File: src/core/ppfe_map.svh
/*
  Constants of the parallel programming front end: command codes,
  action-select codes, page geometry and operation times.
  Assumes inclusion by bare name from the package and the top module.
*/
`ifndef PPFE_MAP_SVH
`define PPFE_MAP_SVH

// Command byte codes
`define PPFE_CMD_NOP         8'h00
`define PPFE_CMD_CHIP_ERASE  8'h80
`define PPFE_CMD_WRITE_FLASH 8'h10

// Action-select codes, high bit first
`define PPFE_ACT_ADDR 2'h0
`define PPFE_ACT_DATA 2'h1
`define PPFE_ACT_CMD  2'h2

// Page geometry: 32 words per page, 128 pages
`define PPFE_WORD_BITS 5
`define PPFE_PAGE_BITS 7
`define PPFE_PAGE_WORDS 32
`define PPFE_LAST_WORD 5'h1F

// Operation times in microseconds and the clock rate in MHz
`define PPFE_CLK_MHZ        40
`define PPFE_PAGE_TIME_US   3700
`define PPFE_ERASE_TIME_US  7500

// Reset values
`define PPFE_RST_BYTE 8'h00
`define PPFE_RST_WORD 16'h0000

`endif

File: src/core/ppfe_pkg.sv
/*
  Types of the parallel programming front end.
  Assumes the constants header sits beside it in core/.
*/
`include "ppfe_map.svh"

package ppfe_pkg;

    // Operation sequencer states
    typedef enum logic [2:0] {
        PPFE_IDLE     = 3'b000,
        PPFE_PROG_OUT = 3'b001,
        PPFE_PROG_WT  = 3'b010,
        PPFE_ERASE_WT = 3'b011,
        PPFE_LOCK_CLR = 3'b100
    } ppfe_state_t;

    typedef logic [15:0] ppfe_word_t;

endpackage

File: src/core/ppfe_top.sv
/*
  Parallel programming front end: command, address and data loading
  from the programmer's pins, the flash page buffer, page write and
  chip erase sequencing, and the ready/busy flag.
  Assumes the chip is already in programming mode, that all pins are
  asynchronous to mclk and stay stable for several mclk periods, and
  that the flash and EEPROM arrays act on the strobes driven here.
*/
`timescale 1ns/1ps
`include "ppfe_map.svh"

// Overview of operation
// - Command and address held until reloaded
// - Erase clears flash, EEPROM, locks; fuses kept
// - Locks cleared only after flash erase ends
// - EEPROM kept when keep fuse is programmed
// - Action 10 plus strobe loads command byte
// - Erase command plus write pulse starts erase
// - Command 10h enables flash page writing
// - Action 00 loads address low or high
// - Action 01 loads data low or high
// - Page latch stores data word into buffer
// - Whole page programmed from buffer at once
// - Low bits pick word, upper bits pick page
// - Write pulse with byte select low programs page
// - Ready flag low while busy, high otherwise
// - No-operation command makes a write pulse do nothing
module ppfe_top
    import ppfe_pkg::*;
#(
    parameter int PAGE_CYCLES  = `PPFE_PAGE_TIME_US * `PPFE_CLK_MHZ,
    parameter int ERASE_CYCLES = `PPFE_ERASE_TIME_US * `PPFE_CLK_MHZ
)
(
    // Clock, reset and clock enable
    input  wire logic        mclk,
    input  wire logic        rst_n,
    input  wire logic        clkEn,
    // Programmer pins
    input  wire logic        loadStrobePin,
    input  wire logic        actionSelectHi,
    input  wire logic        actionSelectLo,
    input  wire logic        byteSelectOne,
    input  wire logic        pageLatchStrobe,
    input  wire logic        writeStrobe_n,
    input  wire logic [7:0]  dataIn,
    // Fuse level
    input  wire logic        eepromKeepFuse,
    // Status and loaded values
    output logic             writeDoneFlag,
    output logic [7:0]       commandByte,
    output logic [15:0]      addressWord,
    // Flash page programming port
    output logic             progWordWe,
    output logic [11:0]      progWordAddr,
    output logic [15:0]      progWordData,
    // Erase strobes
    output logic             flashEraseStrobe,
    output logic             eepromEraseStrobe,
    output logic             lockClearStrobe
);

    localparam int PIN_W = 15;

    // Pin synchroniser and edge history
    logic [PIN_W-1:0] pinMeta;
    logic [PIN_W-1:0] pinSync;
    logic [PIN_W-1:0] pinLast;
    logic [PIN_W-1:0] pinRaw;

    assign pinRaw = {eepromKeepFuse, dataIn, writeStrobe_n, pageLatchStrobe,
                     byteSelectOne, actionSelectHi, actionSelectLo, loadStrobePin};

    // Decoded synchronised pins
    logic       sLoad;
    logic [1:0] sAction;
    logic       sByteSel;
    logic       sLatch;
    logic       sWrite_n;
    logic [7:0] sData;
    logic       sKeep;
    logic       loadRise;
    logic       latchRise;
    logic       writeFall;

    assign sLoad    = pinSync[0];
    assign sAction  = {pinSync[2], pinSync[1]};
    assign sByteSel = pinSync[3];
    assign sLatch   = pinSync[4];
    assign sWrite_n = pinSync[5];
    assign sData    = pinSync[13:6];
    assign sKeep    = pinSync[14];

    // Edges are taken between the second stage and the history stage only
    assign loadRise  = sLoad & ~pinLast[0];
    assign latchRise = sLatch & ~pinLast[4];
    assign writeFall = ~sWrite_n & pinLast[5];

    // Loaded registers
    logic [7:0]  dataLo;
    logic [7:0]  dataHi;
    logic [7:0]  next_commandByte;
    logic [15:0] next_addressWord;
    logic [7:0]  next_dataLo;
    logic [7:0]  next_dataHi;

    // Sequencer state
    ppfe_state_t state;
    ppfe_state_t next_state;
    logic [18:0] waitCount;
    logic [18:0] next_waitCount;
    logic [4:0]  wordIdx;
    logic [4:0]  next_wordIdx;
    logic [6:0]  pageNum;
    logic [6:0]  next_pageNum;
    logic        next_writeDoneFlag;
    logic        next_progWordWe;
    logic [11:0] next_progWordAddr;
    logic [15:0] next_progWordData;
    logic        next_flashEraseStrobe;
    logic        next_eepromEraseStrobe;
    logic        next_lockClearStrobe;

    // Page buffer
    ppfe_word_t pageBuf [`PPFE_PAGE_WORDS];
    logic       bufWe;
    logic [4:0] bufIdx;
    logic       flashWriteOn;
    logic       idle;

    assign flashWriteOn = (commandByte == `PPFE_CMD_WRITE_FLASH);
    assign idle         = (state == PPFE_IDLE);

    // Pins are asynchronous, so every one passes two flops first
    always_ff @(posedge mclk or negedge rst_n)
    begin
        if (!rst_n)
        begin
            pinMeta <= '0;
            pinSync <= '0;
            pinLast <= '0;
        end
        else if (clkEn)
        begin
            pinMeta <= pinRaw;
            pinSync <= pinMeta;
            pinLast <= pinSync;
        end
    end

    // Command, address and data loading on the load strobe
    always_comb
    begin
        next_commandByte = commandByte;
        next_addressWord = addressWord;
        next_dataLo      = dataLo;
        next_dataHi      = dataHi;
        if (loadRise)
        begin
            unique case (sAction)
                `PPFE_ACT_CMD:
                begin
                    next_commandByte = sData;
                end
                `PPFE_ACT_ADDR:
                begin
                    if (sByteSel)
                        next_addressWord[15:8] = sData;
                    else
                        next_addressWord[7:0] = sData;
                end
                `PPFE_ACT_DATA:
                begin
                    if (sByteSel)
                        next_dataHi = sData;
                    else
                        next_dataLo = sData;
                end
                default:
                begin
                    next_dataLo = dataLo;       // Idle action does nothing
                end
            endcase
        end
    end

    always_ff @(posedge mclk or negedge rst_n)
    begin
        if (!rst_n)
        begin
            commandByte <= `PPFE_RST_BYTE;
            addressWord <= `PPFE_RST_WORD;
            dataLo      <= `PPFE_RST_BYTE;
            dataHi      <= `PPFE_RST_BYTE;
        end
        else if (clkEn)
        begin
            commandByte <= next_commandByte;
            addressWord <= next_addressWord;
            dataLo      <= next_dataLo;
            dataHi      <= next_dataHi;
        end
    end

    // Buffer latch; refused while a page is being sent out, as it is read then
    always_comb
    begin
        bufWe  = latchRise & sByteSel & flashWriteOn & idle;
        bufIdx = addressWord[`PPFE_WORD_BITS-1:0];
    end

    // Buffer contents survive reset; all 32 words are sent out, written or stale
    always_ff @(posedge mclk)
    begin
        if (clkEn && bufWe)
            pageBuf[bufIdx] <= {dataHi, dataLo};
    end

    // Operation sequencer: page write and chip erase
    always_comb
    begin
        next_state             = state;
        next_waitCount         = waitCount;
        next_wordIdx           = wordIdx;
        next_pageNum           = pageNum;
        next_writeDoneFlag     = writeDoneFlag;
        next_progWordWe        = 1'b0;
        next_progWordAddr      = progWordAddr;
        next_progWordData      = progWordData;
        next_flashEraseStrobe  = 1'b0;
        next_eepromEraseStrobe = 1'b0;
        next_lockClearStrobe   = 1'b0;
        unique case (state)
            PPFE_IDLE:
            begin
                next_writeDoneFlag = 1'b1;
                // A write pulse is only seen here, so busy ignores it
                if (writeFall)
                begin
                    if (commandByte == `PPFE_CMD_CHIP_ERASE)
                    begin
                        next_state             = PPFE_ERASE_WT;
                        next_writeDoneFlag     = 1'b0;
                        next_waitCount         = 19'(ERASE_CYCLES - 1);
                        next_flashEraseStrobe  = 1'b1;
                        next_eepromEraseStrobe = ~sKeep;
                    end
                    else if (flashWriteOn && !sByteSel)
                    begin
                        next_state         = PPFE_PROG_OUT;
                        next_writeDoneFlag = 1'b0;
                        next_wordIdx       = 5'h00;
                        // Page from low four bits of high byte plus top three bits of low byte
                        next_pageNum = {addressWord[11:8],
                                        addressWord[7:`PPFE_WORD_BITS]};
                    end
                end
            end
            PPFE_PROG_OUT:
            begin
                // Whole buffer goes out word by word to the array
                next_progWordWe   = 1'b1;
                next_progWordAddr = {pageNum, wordIdx};
                next_progWordData = pageBuf[wordIdx];
                next_wordIdx      = wordIdx + 5'h01;
                if (wordIdx == `PPFE_LAST_WORD)
                begin
                    next_state     = PPFE_PROG_WT;
                    next_waitCount = 19'(PAGE_CYCLES - `PPFE_PAGE_WORDS - 1);
                end
            end
            PPFE_PROG_WT:
            begin
                next_waitCount = waitCount - 19'h00001;
                if (waitCount == 19'h00000)
                begin
                    next_state         = PPFE_IDLE;
                    next_writeDoneFlag = 1'b1;
                end
            end
            PPFE_ERASE_WT:
            begin
                next_waitCount = waitCount - 19'h00001;
                if (waitCount == 19'h00000)
                    next_state = PPFE_LOCK_CLR;
            end
            PPFE_LOCK_CLR:
            begin
                // Locks stay set until the flash erase time has run out
                next_lockClearStrobe = 1'b1;
                next_state           = PPFE_IDLE;
                next_writeDoneFlag   = 1'b1;
            end
            default:
            begin
                next_state         = PPFE_IDLE;
                next_writeDoneFlag = 1'b1;
            end
        endcase
    end

    always_ff @(posedge mclk or negedge rst_n)
    begin
        if (!rst_n)
        begin
            state             <= PPFE_IDLE;
            waitCount         <= 19'h00000;
            wordIdx           <= 5'h00;
            pageNum           <= 7'h00;
            writeDoneFlag     <= 1'b1;
            progWordWe        <= 1'b0;
            progWordAddr      <= 12'h000;
            progWordData      <= `PPFE_RST_WORD;
            flashEraseStrobe  <= 1'b0;
            eepromEraseStrobe <= 1'b0;
            lockClearStrobe   <= 1'b0;
        end
        else if (clkEn)
        begin
            state             <= next_state;
            waitCount         <= next_waitCount;
            wordIdx           <= next_wordIdx;
            pageNum           <= next_pageNum;
            writeDoneFlag     <= next_writeDoneFlag;
            progWordWe        <= next_progWordWe;
            progWordAddr      <= next_progWordAddr;
            progWordData      <= next_progWordData;
            flashEraseStrobe  <= next_flashEraseStrobe;
            eepromEraseStrobe <= next_eepromEraseStrobe;
            lockClearStrobe   <= next_lockClearStrobe;
        end
    end

endmodule

File: config.mk
export PLATFORM = sky130hd
export DESIGN_NAME = ppfe_top
export DESIGN_NICKNAME = d
export VERILOG_FILES = /design/src/core/ppfe_pkg.sv /design/src/core/ppfe_top.sv
export VERILOG_INCLUDE_DIRS = /design/src /design/src/core
export SDC_FILE = /design/constraint.sdc
export NUM_CORES = 1
export LEC_CHECK = 0
export BUFFER_PORTS_ARGS = -buffer_cell sky130_fd_sc_hd__buf_2
export CORE_ASPECT_RATIO = 1.1
export CORE_UTILIZATION = 50
export CTS_CLUSTER_SIZE = 30
export DETAILED_ROUTE_END_ITERATION = 7
export PLACE_DENSITY_LB_ADDON = 0.2
export SLEW_MARGIN = 20
export SYNTH_ARGS = -nofsm -noshare
export SYNTH_HDL_FRONTEND = slang
export SYNTH_SLANG_ARGS = --single-unit
export TNS_END_PERCENT = 20
File: constraint.sdc
create_clock -name mclk -period 3.3 [get_ports mclk]
set_clock_uncertainty 0.05 [all_clocks]
set_input_delay 0.495 -clock mclk [delete_from_list [all_inputs] [get_ports mclk]]
set_output_delay 0.495 -clock mclk [all_outputs]
set_load 0.02 [all_outputs]
# --- Word-level counts from Yosys, hierarchy flattened ---
# Memories as Yosys holds them, arrays and structs flattened. A register that Yosys moved wholly into a read port is not among the register bits.
# Cells that the tools add are included.
classes:
  reduce_logical: 22
  n_eq_ne: 17
  bitwise: 13
  n_mux: 30
  n_addsub: 2
ops:
  columns: ["op", "n"]
  rows:
  - ["$mux 19", 3]
  - ["$pmux 19 s3", 1]
  - ["$logic_not 19->1", 1]
  - ["$sub 19x1->19 const B", 1]
  - ["$mux 3", 6]
  - ["$reduce_and 4->1", 4]
  - ["$mux 5", 3]
  - ["$reduce_and 5->1", 3]
  - ["$mux 1", 14]
  - ["$pmux 3 s4", 1]
  - ["$ne 2x2->1 const B", 5]
  - ["$pmux 5 s2", 1]
  - ["$eq 8x5->1 const B", 1]
  - ["$eq 8x8->1 const B", 1]
  - ["$not 1->1", 7]
  - ["$and 1x1->1", 6]
  - ["$eq 3x2->1 const B", 2]
  - ["$reduce_and 3->1", 2]
  - ["$reduce_and 6->1", 1]
  - ["$add 5x1->5 const B", 1]
  - ["$eq 5x5->1 const B", 1]
  - ["$ne 2x1->1 const B", 2]
  - ["$reduce_or 2->1", 2]
  - ["$eq 3x1->1 const B", 1]
  - ["12 further kinds", 14]
word_totals:
  reg_bits: 127
  ram_bits: 512
  wordCells: 103
  n_memories: 1
memory_table:
  columns: ["name", "words", "width", "rd", "rd_clocked_by_memory_dff", "wr", "line_no", "text"]
  rows:
  - ["pageBuf", 32, 16, 1, 1, 1, "ppfe_top.sv:125", "ppfe_word_t pageBuf [`PPFE_PAGE_WORDS];"]

# --- Longest topological paths before layout ---
# Gate-level depths: netlist of the first run.
logic_depth:
  word_depth: 8
  ltp_mapped: 10
  ltp_nobuf: 8

# --- Least setup slack after synthesis of the first run ---
# No wires, ideal clock.
synth_timing:
  path_kind: "register to register"
  start: "register wordIdx[2]"
  end: "register waitCount[12]"
  slack_ns: 0.477
  arrival_ns: 2.685
  required_ns: 3.162
  n_path_buf: 3
  path_stages_with_launch: 11
  path_cell_list: "dfrtp_1 > clkbuf_1 > clkbuf_1 > buf_1 > and3_1 > ha_1 > a21o_1 > a31oi_1 > nor4_1 > a41o_1 > nor3b_1"
synth_via:
  elab_chain_cells: 3
synth_rtl:
  columns: ["element", "line_no", "text"]
  rows:
  - ["from (decl)", "ppfe_top.sv:112", "logic [4:0] wordIdx;"]
  - ["from (signal assigned)", "ppfe_top.sv:322", "wordIdx <= next_wordIdx;"]
  - ["$eq 5x5->1 (no source line)", null, null]
  - ["$ne 2x2->1 (no source line)", null, null]
  - ["$reduce_and 5->1 (no source line)", null, null]
  - ["to (signal assigned)", "ppfe_top.sv:321", "waitCount <= next_waitCount;"]
  - ["to (decl)", "ppfe_top.sv:110", "logic [18:0] waitCount;"]
# No other way between the ends.
# A chain may end at the register's enable or synchronous reset.

# --- Worst setup path in the final report of the first run ---
layout_timing:
  start: "register state[1]"
  end: "memory pageBuf[24][1] (netlist name), enable pin"
layout_via:
  elab_chain_cells: 5
layout_rtl:
  columns: ["element", "line_no", "text"]
  rows:
  - ["from (decl)", "ppfe_top.sv:108", "ppfe_state_t state;"]
  - ["from (signal assigned)", "ppfe_top.sv:320", "state <= next_state;"]
  - ["$logic_not 3->1", "ppfe_top.sv:132", "assign idle = (state == PPFE_IDLE);"]
  - ["$and 1x1->1", "ppfe_top.sv:208", "bufWe = latchRise & sByteSel & flashWriteOn & idle;"]
  - ["$logic_and 1x1->1", "ppfe_top.sv:215", "if (clkEn && bufWe)"]
  - ["$mux 1", "ppfe_top.sv:215", null]
  - ["$mux 1 (implied by the code)", "ppfe_top.sv:216", "pageBuf[bufIdx] <= {dataHi, dataLo};"]
  - ["to (decl)", "ppfe_top.sv:125", null]
# No other way between the ends.

==> results of run 1 <==
==> cells in the mapped netlist, types with 2 or more instances <==
master	instances	area, um^2
a31oi_1	16	100.1
mux4_2	96	2162
mux2i_1	92	920.9
nor3_1	15	75.07
mux2_1	7	78.83
nor2b_1	7	43.79
a21o_1	2	15.01
a22o_1	3	26.28
nand2b_1	7	43.79
ha_1	3	37.54
nor3b_1	3	22.52
mux2_2	74	833.3
o211ai_1	3	22.52
inv_1	14	52.55
xnor2_1	7	61.31
o21ai_1	9	45.04
buf_1	13	48.80
nand4_1	2	12.51
nor4_1	4	25.02
dfrtp_1	139	3478
a21oi_1	17	85.08
a22oi_1	46	345.3
nor4b_1	2	17.52
o31a_1	2	17.52
or3_1	5	31.28
edfxtp_1	512	15370
o21ai_0	28	140.1
or2_2	2	12.51
and3_1	14	87.58
buf_2	20	100.1
nand2_1	78	292.8
nand3_1	6	30.03
clkbuf_1	33	123.9
and2_1	2	12.51
or4_4	2	22.52
nor2_1	74	277.8
or4_1	3	22.52
o2111ai_1	14	122.6
nor4_2	3	37.54
==> power by group through the flow <==
stage          clock [uW]  sequential [uW]  combinational, uW
4_1_cts              6850            11100               3950
6_report             6710            11100               3890
2_1_floorplan           0            11200               2180
3_5_place_dp            0            11300               3940
5_1_grt              7150            11200               4180
3_3_place_gp            0            11300               3880
==> metrics by stage <==
| step | cells | total power [uW] |
|---|---|---|
| after floorplan | 1397 | 13400 |
| after global placement | 2140 | 15150 |
| after detailed placement | 2140 | 15240 |
| after CTS | 2252 | 21930 |
| after global routing | 2252 | 22530 |
| final | 2252 | 21710 |
==> flip-flops by register name, summed over array words and instances, names as in the netlist <==
register,cells
writeDoneFlag,1
dataHi,8
progWordWe,1
pinLast,3
lockClearStrobe,1
dataLo,8
pageBuf,512
eepromEraseStrobe,1
commandByte,8
waitCount,19
pinMeta,15
wordIdx,5
state,3
pinSync,15
addressWord,16
pageNum,7
progWordData,16
progWordAddr,12
flashEraseStrobe,1
==> layer usage <==
layer  part of all wire  vias up  GRT usage
met5                  0        -          0
li1                   -     5835          -
met4              0.035        0    0.08493
met3              0.060      111    0.04198
met2               0.50      413     0.3850
met1               0.41     6970     0.3146
==> cells by family (layout without fill, tap and decap cells) <==
group | Yosys count | count (layout) | synth area share
flops | 652 | 652 | 0.7411
mux | 270 | 270 | 0.1574
simple gates | 239 | 239 | 0.04622
compound gates | 146 | 146 | 0.03865
buf+inv | 80 | 275 | 0.01277
xor+xnor | 7 | 7 | 0.002407
fa+ha+maj | 3 | 3 | 0.001474
==> cell type report <==
| type | count | area, um^2 |
|---|---|---|
| Multi-Input combinational cell | 665 | 6291 |
| Fill cell | 3746 | 21230 |
| Clock buffer | 89 | 1672 |
| Tap cell | 660 | 825.8 |
| Inverter | 14 | 52.55 |
| Timing Repair Buffer | 150 | 1062 |
| Clock inverter | 22 | 219.0 |
| Sequential cell | 652 | 18900 |
==> how the worst max path moves through the flow <==
stage | startpoint | to | slack, ps | cells past startpoint
6_report | state[1]$_DFFE_PN0P_ | pageBuf[24][1]$_DFFE_PP_ | 280 | 6
5_1_grt | state[1]$_DFFE_PN0P_ | pageBuf[30][12]$_DFFE_PP_ | 60 | 6
4_1_cts | state[1]$_DFFE_PN0P_ | pageBuf[24][7]$_DFFE_PP_ | 290 | 6
3_5_place_dp | state[1]$_DFFE_PN0P_ | pageBuf[26][9]$_DFFE_PP_ | 330 | 6
3_3_place_gp | state[1]$_DFFE_PN0P_ | pageBuf[21][8]$_DFFE_PP_ | 340 | 6
2_1_floorplan | wordIdx[2]$_DFFE_PN0P_ | waitCount[12]$_DFFE_PN0P_ | 480 | 10
==> run summary, run 1 <==
Average routed wire per standard cell -> 26.24 um
CTS tree -> built
DP Area -> 27110 um^2
FF-to-FF setup slack -> 280 ps
Sequential cell area fraction in the yosys report -> 0.7411
Final worst-path cycle share -> 0.9138
Cell count after synthesis -> 1397
P_int -> 15560 uW
Sequential power share -> 0.512
Area growth from synthesis to layout -> 13.90%
Primary FF master, synth -> edfxtp_1
Data arrival, critical path -> 3260 ps
Most frequent CP cell -> nor2_1
Max Slew Vio Count -> 0
Setup TNS -> 0 ps
Starting Density -> 0.5070
Worst path max stage delay -> 700 ps
VDD IR max -> 636.9 uV
Delay-heaviest family, CP -> simple AND/OR/NAND/NOR gates
Most common cell after layout, fill and taps aside -> edfxtp_1
Via count of the first global-routing pass -> 13560
Initial antenna violation count -> 2
Setup-failing EPs final -> 0
Final hold slack -> 53.62 ps
Global-route wire length before repair -> 87.73 mm
Critical path data required time -> 3550 ps
Clk slew on worst S/H paths -> 60 ps
Synthesis Warnings -> 0
Largest net degree at the start of global routing -> 85
HP Start -> dataIn[3]
EDFF count, synth -> 512
CTS buffer count -> 61
Critical R2R Capture -> pageBuf[24][1]$_DFFE_PP_
Sw Ratio -> 0.2833
Via-to-Cell Ratio -> 5.919
Post-Syn Area -> 25480 um^2
Final ANT Viol Nets -> 0
Synthesized area per cell -> 18.24 um^2
Clock period minus worst slack -> 3015 ps
Pre-Repair DR Iteration Count -> 5
Htree depth -> 2
CP bufs+invs -> 1
Fin area -> 29020 um^2
Die X -> 217.2 um
Die H -> 238.7 um
Diode count -> 0
Cells on Worst Hold Path -> 2
CTS hold repair buffers -> 1
DP HPWL -> 37.14 mm
P_sw -> 6150 uW
Total number of vias -> 13330
Total gr overflow -> 0
DRT iter0 DRCs -> 1281
Min setup slack post-route -> 284.6 ps
# IOs -> 75
Synth unique cells -> 57
Final #Nets -> 1565
Leak -> 0.01016 uW
Post-Route WL -> 59.10 mm
Worst-path cell chain -> nor2_1, nand4_1, nor3_1, nand2_1, nor2_1, buf_4
Max_slew headroom -> 0.3271
Critical-path top delay cell -> nor3_1
Synth Register Bits -> 652
Row Count -> 86
Final Hold Viols -> 0
Synthesized Nets -> 1418
Root Driver -> clkbuf_16
Fmax -> 0.3316 GHz
RSZ-0062 raised after global routing -> false
Kind of critical path -> reg -> reg
Power density over cell area -> 748.1 nW/um^2
Full die area -> 51860 um^2
Routability congestion estimate -> 0.8395
Setup Buffers After CTS -> 0
Leading cell types in the layout, fill and taps excluded -> edfxtp_1 (512), dfrtp_1 (130), mux4_2 (96), mux2i_1 (92), nand2_1 (78)
Core area -> 50250 um^2
Critical path capture point type -> flip-flop
GRT Overall Usage -> 0.2342
Max Buffers Root-to-Sink -> 3
Clk sinks -> 652
Status -> finished, final reports clean
Post-CTS sizing -> 0
Worst slew pin tran -> 1009 ps
Crit Path Max Fanout -> 16
Ys async rst share -> 0.2147
Clock power frac -> 0.309
Hold Crit Class -> in -> reg
R2r startpoint -> state[1]$_DFFE_PN0P_
Hold EP -> pinMeta[9]$_DFFE_PN0P_
Max capacitance violation total -> 0
Critical Path Source Type -> flip-flop
Residual DRC -> 0
Layout cells sized above 1 -> 0.2707
Port Buf Inserts -> 74
Gate power share -> 0.179
DP Worst Slack -> 330.1 ps
Worst skew pair latency -> 620 ps
Util after Layout -> 0.5775
Worst Reg-to-Reg Cells -> 6
Note: power is estimated with default switching activity, not from simulation.
==> run 2, diff against run 1 <==
--- a/config.mk
+++ b/config.mk
@@ -6,12 +6,15 @@
 export SDC_FILE = /design/constraint.sdc
 export NUM_CORES = 1
 export LEC_CHECK = 0
+export ABC_AREA = 1
 export BUFFER_PORTS_ARGS = -buffer_cell sky130_fd_sc_hd__buf_2
 export CORE_ASPECT_RATIO = 1.1
 export CORE_UTILIZATION = 50
 export CTS_CLUSTER_SIZE = 30
 export DETAILED_ROUTE_END_ITERATION = 7
+export MAX_ROUTING_LAYER = met4
 export PLACE_DENSITY_LB_ADDON = 0.2
+export REMOVE_ABC_BUFFERS = 1
 export SLEW_MARGIN = 20
 export SYNTH_ARGS = -nofsm -noshare
 export SYNTH_HDL_FRONTEND = slang
==> run 2 against run 1 <==
Sequential cell count did not move. Area after synthesis rose by 4.2%. Worst setup slack improved by 280 ps. First-iteration DRC count rose by 59%. Register-to-register slack improved by 280 ps. Clock-buffer cell count rose by 1. Hold slack got worse by 19 ps. Design area rose by 3.2%. Die area rose by 4.2%.
==> run summary, run 2 <==
Average routed wire per standard cell -> 22.39 um (-15%)
DP Worst Slack -> 659.6 ps (+329.6 ps)
DRT iter0 DRCs -> 2036 (+59%)
Die X -> 221.7 um (+2.1%)
Cells on Worst Hold Path -> 3 (+1)
Post-Syn Area -> 26550 um^2 (+4.2%)
Global-route wire length before repair -> 106.1 mm (+21%)
Kind of critical path -> reg -> reg
HP Start -> dataIn[2]
Hold EP -> pinMeta[8]$_DFFE_PN0P_
Pre-Repair DR Iteration Count -> 6 (+1)
Total gr overflow -> 0 (unchanged)
P_sw -> 7743 uW (+26%)
Data arrival, critical path -> 2970 ps (-290 ps)
Worst slew pin tran -> 1017 ps (+7.492 ps)
Synthesized area per cell -> 11.18 um^2 (-39%)
Final ANT Viol Nets -> 0 (unchanged)
Setup TNS -> 0 ps (unchanged)
Most common cell after layout, fill and taps aside -> edfxtp_1
Primary FF master, synth -> edfxtp_1
Clk sinks -> 652 (unchanged)
Max_slew headroom -> 0.3221 (-0.004995)
Max capacitance violation total -> 0 (unchanged)
Setup-failing EPs final -> 0 (unchanged)
Root Driver -> clkbuf_16
Via count of the first global-routing pass -> 17090 (+26%)
CTS buffer count -> 67 (+9.8%)
Hold Crit Class -> in -> reg
Synthesis Warnings -> 0 (unchanged)
CTS tree -> built
Largest net degree at the start of global routing -> 125 (+47%)
Row Count -> 88 (+2.3%)
Synth top cells by count -> edfxtp_1 (512), nand2_1 (504), nor2_1 (399)
Routed wl met3 -> 5.347 mm (+51%)
Sequential cell area fraction in the yosys report -> 0.7110 (-0.03007)
Cell taking the most area after synthesis -> edfxtp_1
Sequential power share -> 0.479 (-0.033)
Post-Route WL -> 71.61 mm (+21%)
Area growth from synthesis to layout -> 12.76%
Biggest register -> pageBuf
Power density over cell area -> 768.7 nW/um^2 (+2.7%)
Final Hold Viols -> 0 (unchanged)
Residual DRC -> 0 (unchanged)
Final hold slack -> 34.48 ps (-19.13 ps)
Worst Reg-to-Reg Cells -> 8 (+2)
Clock power frac -> 0.320 (+0.011)
Total Power -> 23010 uW (+6.0%)
Critical-path top delay cell -> dfrtp_1
Layout cells sized above 1 -> 0.1190 (-0.1518)
Max layer used -> met4
Max FFs per register -> 512 (unchanged)
Critical path origin -> state[1]$_DFFE_PN0P_
VDD IR max -> 450.5 uV (-29%)
Worst skew pair latency -> 620 ps (about the same)
Ranking of synthesized cells by area -> edfxtp_1 (58%), dfrtp_1 (13%), nand2_1 (7.1%), nor2_1 (5.6%), o21ai_0 (3.6%)
Met1 wire length -> 29.45 mm (+22%)
P_int -> 15270 uW (-1.9%)
Count leader, synth -> edfxtp_1
Synth Register Bits -> 652 (unchanged)
Ys async rst share -> 0.2147 (unchanged)
Area share of the largest cell type after synthesis -> 0.5790 (-0.02448)
Sw Ratio -> 0.3365 (+0.05317)
Critical R2R Capture -> pageBuf[12][6]$_DFFE_PP_
Full die area -> 54030 um^2 (+4.2%)
Critical path capture point type -> flip-flop
Worst path max stage delay -> 490 ps (-210 ps)
Total number of vias -> 17950 (+35%)
Crit Path Max Fanout -> 16 (unchanged)
EDFF count, synth -> 512 (unchanged)
Max Slew Vio Count -> 0 (unchanged)
Htree depth -> 3 (+1)
# IOs -> 75 (unchanged)
Cell count after synthesis -> 2376 (+70%)
Met2 WL -> 33.80 mm (+15%)
Die H -> 243.7 um (+2.1%)
Critical Path Source Type -> flip-flop
R2r startpoint -> state[1]$_DFFE_PN0P_
Worst-path cell chain -> nor2_2, nand2_4, inv_2, nand4_1, nor2_1, nand3_1, nor2_1, buf_4
Starting Density -> 0.5066 (about the same)
Routability congestion estimate -> 0.9237 (+10%)
Leak -> 0.01170 uW (+15%)
FF-to-FF setup slack -> 570 ps (+280 ps)
Leading cell types in the layout, fill and taps excluded -> edfxtp_1 (512), nand2_1 (503), nor2_1 (398), o21ai_0 (189), nand3_1 (167)
Min setup slack post-route -> 569.0 ps (+284.4 ps)
Fmax -> 0.3662 GHz (+10%)
Max Buffers Root-to-Sink -> 3 (unchanged)
Via-to-Cell Ratio -> 5.612 (-5.2%)
Initial antenna violation count -> 1 (-1)
DP HPWL -> 43.66 mm (+18%)
GRT Overall Usage -> 0.2754 (+0.04113)
Synth unique cells -> 37 (-35%)
Final #Nets -> 2489 (+59%)
Clock period minus worst slack -> 2731 ps (-284.4 ps)
Final worst-path cycle share -> 0.8276 (-0.08617)
Port Buf Inserts -> 74 (unchanged)
Gate power share -> 0.201 (+0.022)
RSZ-0062 raised after global routing -> false
Clk slew on worst S/H paths -> 60 ps (about the same)
Core area -> 52410 um^2 (+4.3%)
Top flop regs -> pageBuf (512), waitCount (19)
Status -> finished, final reports clean
Critical path data required time -> 3540 ps (about the same)
Most frequent CP cell -> nor2_1
-- run 2: final cells by class --
cell class,count,area [um^2]
Timing Repair Buffer,139,929.6
Antenna cell,1,2.502
Fill cell,4383,22470
Clock inverter,33,260.3
Inverter,145,551.8
Sequential cell,652,18900
Clock buffer,90,1878
Tap cell,675,844.6
Multi-Input combinational cell,1463,6569
-- run 2: power groups by stage --
stage,Combinational [uW],Sequential [uW],Clock [uW]
5_1_grt,5060,11100,7780
2_1_floorplan,2540,10800,0
3_3_place_gp,4530,11200,0
6_report,4620,11000,7370
4_1_cts,4610,11000,7470
3_5_place_dp,4580,11200,0
-- run 2: worst max path at each step --
stage               slack [ps]  cells past startpoint                           end
global route               430                      8      pageBuf[14][7]$_DFFE_PP_
CTS                        640                      8      pageBuf[12][6]$_DFFE_PP_
finish                     570                      8      pageBuf[12][6]$_DFFE_PP_
floorplan                -2860                      7  progWordData[11]$_DFFE_PN0P_
detailed placement         660                      8     pageBuf[12][10]$_DFFE_PP_
global placement           640                      8      pageBuf[12][7]$_DFFE_PP_
-- run 2: critical path, delay by kind of cell (launching register included) --
family	cells	cell delay [ps]
AND/OR/NAND/NOR	6	1460
flip-flops	1	490
buffers and inverters	2	410
-- run 2: cells by family (layout without fill, tap and decap cells) --
logic type | Yosys count | count (layout) | share of synthesized area
AO/OA/AOI/OAI | 341 | 341 | 0.07181
AND/OR/NAND/NOR | 1111 | 1111 | 0.1707
XOR/XNOR | 1 | 1 | 0.0003299
flip-flops | 652 | 652 | 0.7110
adder cells (fa/ha/maj) | 3 | 3 | 0.001414
buffers and inverters | 261 | 407 | 0.04180
other | 0 | 1 | 0
multiplexers | 7 | 7 | 0.002968
-- run 2: metal layers --
metal,up-vias,track usage
met2,773,0.4238
met1,8727,0.3607
met4,0,0.1223
li1,8300,-
met5,-,-
met3,147,0.04740
-- run 2: timing repair --
| item | in CTS | in global routing |
|---|---|---|
| buffers inserted | 0 | 0 |
| hold buffers | 1 | 0 |
| resized for setup | 0 | 0 |
| hold endpoints to repair | 80 | 0 |
-- run 2: metrics by stage --
stage / instances / instance area [um^2] / utilization
detailed placement: 3073 / 27790 / 0.5302
global placement: 3073 / 27790 / 0.5302
global route: 3198 / 29940 / 0.5713
floorplan: 2260 / 25990 / -
CTS: 3197 / 29940 / 0.5712
finish: 3198 / 29940 / 0.5713
==> run 3, diff against run 2 <==
--- a/config.mk
+++ b/config.mk
@@ -6,7 +6,7 @@
 export SDC_FILE = /design/constraint.sdc
 export NUM_CORES = 1
 export LEC_CHECK = 0
-export ABC_AREA = 1
+export ABC_AREA = 0
 export BUFFER_PORTS_ARGS = -buffer_cell sky130_fd_sc_hd__buf_2
 export CORE_ASPECT_RATIO = 1.1
 export CORE_UTILIZATION = 50
==> constraint.sdc (replaced) <==
create_clock -name mclk -period 2.83 [get_ports mclk]
set_clock_uncertainty 0.05 [all_clocks]
set_input_delay 0.4245 -clock mclk [delete_from_list [all_inputs] [get_ports mclk]]
set_output_delay 0.4245 -clock mclk [all_outputs]
set_load 0.02 [all_outputs]
==> run 3 against run 2 <==
Total power grew 16%. Design area grew 0.55%. Highest routed layer unchanged. Critical path type unchanged. Critical endpoint is now progWordData[10]$_DFFE_PN0P_. Sequential share of layout area shrank 0.39 points. Hold slack lost 5.2 ps. Cell count shrank 28%. Largest cell class unchanged.
==> run summary, run 3 (synthesized netlist as in run 1, its figures left out) <==
Core area -> 50250 um^2 (-4.1%)
Area growth from synthesis to layout -> 18.17%
Port Buf Inserts -> 74 (unchanged)
Fmax -> 0.3940 GHz (+7.6%)
Final hold slack -> 29.33 ps (-5.155 ps)
Gate power share -> 0.185 (-0.016)
Kind of critical path -> reg -> reg
Starting Density -> 0.5070 (about the same)
Post-Layout Cell Count -> 2304 (-28%)
Clk slew on worst S/H paths -> 60 ps (about the same)
Top flop regs -> pageBuf (512), waitCount (19)
Die H -> 238.7 um (-2.0%)
Average routed wire per standard cell -> 25.53 um (+14%)
CTS hold repair buffers -> 5 (+4)
Hold Crit Class -> in -> reg
Final worst-path cycle share -> 0.8969 (+0.06931)
CTS buffer count -> 67 (unchanged)
CTS tree -> built
DP HPWL -> 36.47 mm (-16%)
Routability congestion estimate -> 0.8563 (-7.3%)
Sw Ratio -> 0.2726 (-0.06383)
Full die area -> 51860 um^2 (-4.0%)
Row Count -> 86 (-2.3%)
Setup Buffers After CTS -> 0 (unchanged)
Leak -> 0.01063 uW (-9.1%)
Max_slew headroom -> 0.4463 (+0.1242)
Leading cell types in the layout, fill and taps excluded -> edfxtp_1 (512), dfrtp_1 (133), mux4_2 (96), mux2i_1 (92), nand2_1 (78)
# IOs -> 75 (unchanged)
Clock power frac -> 0.346 (+0.026)
Total gr overflow -> 0 (unchanged)
Filler cells -> 3625 (-17%)
Area taken by flip-flops and latches -> 18890 um^2 (about the same)
Biggest register -> pageBuf
Data arrival, critical path -> 2930 ps (-40 ps)
Clk sinks -> 652 (unchanged)
Pre-Repair DR Iteration Count -> 5 (-1)
Area occupied by multi-input gates -> 6306 um^2 (-4.0%)
Final #Nets -> 1611 (-35%)
Post-Route WL -> 58.82 mm (-18%)
Crit Path Max Fanout -> 55 (+39)
Most common cell after layout, fill and taps aside -> edfxtp_1
Max capacitance violation total -> 0 (unchanged)
Htree depth -> 3 (unchanged)
Inst Count DP -> 2176 (-29%)
Worst slew pin tran -> 819.1 ps (-197.8 ps)
Post-CTS sizing -> 0 (unchanged)
Layout cells sized above 1 -> 0.2950 (+0.1761)
Via-to-Cell Ratio -> 5.892 (+5.0%)
GRT Overall Usage -> 0.2443 (-0.03109)
Via count of the first global-routing pass -> 14320 (-16%)
Cells on Worst Hold Path -> 2 (-1)
DRT iter0 DRCs -> 1081 (-47%)
Critical path data required time -> 3230 ps (-310 ps)
Critical Path Source Type -> flip-flop
Root Driver -> clkbuf_16
VDD IR max -> 541.9 uV (+20%)
Diode count -> 0 (-1)
Sequential power share -> 0.469 (-0.010)
Clock period minus worst slack -> 2538 ps (-192.8 ps)
P_sw -> 7308 uW (-5.6%)
Setup-failing EPs final -> 0 (unchanged)
Worst skew pair latency -> 600 ps (-20 ps)
Max Slew Vio Count -> 0 (unchanged)
RSZ-0062 raised after global routing -> false
Largest net degree at the start of global routing -> 59 (-53%)
Max Buffers Root-to-Sink -> 3 (unchanged)
Worst Reg-to-Reg Cells -> 8 (unchanged)
Die X -> 217.2 um (-2.0%)
Critical path capture point type -> flip-flop
P_int -> 19500 uW (+28%)
Global-route wire length before repair -> 89.07 mm (-16%)
Final Hold Viols -> 0 (unchanged)
Final ANT Viol Nets -> 0 (unchanged)
Status -> finished, final reports clean
Total number of vias -> 13580 (-24%)
Residual DRC -> 0 (unchanged)
Initial antenna violation count -> 0 (-1)
Power density over cell area -> 890.4 nW/um^2 (+16%)
Max FFs per register -> 512 (unchanged)
[run 3: cell count changes in the layout (fill, tap and decap cells not counted), sizes merged, moves of 92 or more]
cell and change:
mux2i +92, nor2 -331, inv -132, mux4 +96
nand3 -161, nand2 -429, o21ai -161
[run 3: layer usage]
layer / share of wire / GRT usage / up-vias
met5: 0 / - / -
met4: 0.041 / 0.1097 / 0
met3: 0.062 / 0.04720 / 126
met2: 0.50 / 0.3998 / 471
met1: 0.39 / 0.2956 / 7037
li1: - / - / 5941
[run 3: layout make-up]
cell class,count,share of cell area
sequential,652,0.6275
multi-input combinational,665,0.2095
clock buffer,87,0.06276
timing repair buffer,190,0.05598
tap,660,0.02743
clock inverter,36,0.01509
inverter,14,0.001746
[run 3: worst max-delay path: stages (launching register included)]
cell       delay, ps
dfrtp_4          450
buf_12           340
buf_4            320
mux2i_1          250
a22oi_1          140
and3_1           330
o21ai_0          200
buf_4            150
o2111ai_1        100
[run 3: final timing paths]
| kind | to | start | slack, ps |
|---|---|---|---|
| max reg2reg | progWordData[10]$_DFFE_PN0P_ | wordIdx[0]$_DFFE_PN0P_ | 290 |
| min reg2reg | progWordAddr[8]$_DFFE_PN0P_ | pageNum[3]$_DFFE_PN0P_ | 420 |
| max in group asynchronous | pinMeta[2]$_DFFE_PN0P_ | rst_n | 1640 |
| min in group asynchronous | progWordData[14]$_DFFE_PN0P_ | rst_n | 320 |
| max | progWordData[10]$_DFFE_PN0P_ | wordIdx[0]$_DFFE_PN0P_ | 290 |
| min | pinMeta[5]$_DFFE_PN0P_ | writeStrobe_n | 30 |
[run 3: power by group through the flow]
stage | Sequential, uW | Clock, uW | Combinational, uW
6_report | 12600 | 9270 | 4950
5_1_grt | 12700 | 9810 | 5320
4_1_cts | 12600 | 9450 | 5020
3_5_place_dp | 12800 | 0 | 4990
3_3_place_gp | 12700 | 0 | 4900
2_1_floorplan | 13400 | 0 | 1940
[run 3: per-stage QoR]
step                      setup TNS [ps]  total power, uW  setup WS, ps  utilization  cell area (um^2)
after floorplan                  -201840            15310         -4841            -             25200
after global placement                 0            17630         335.7       0.5514             27710
after detailed placement               0            17770         328.4       0.5514             27710
after CTS                              0            27050         316.1       0.5990             30100
after global routing                   0            27790         136.7       0.5991             30110
final                                  0            26810         291.8       0.5991             30110
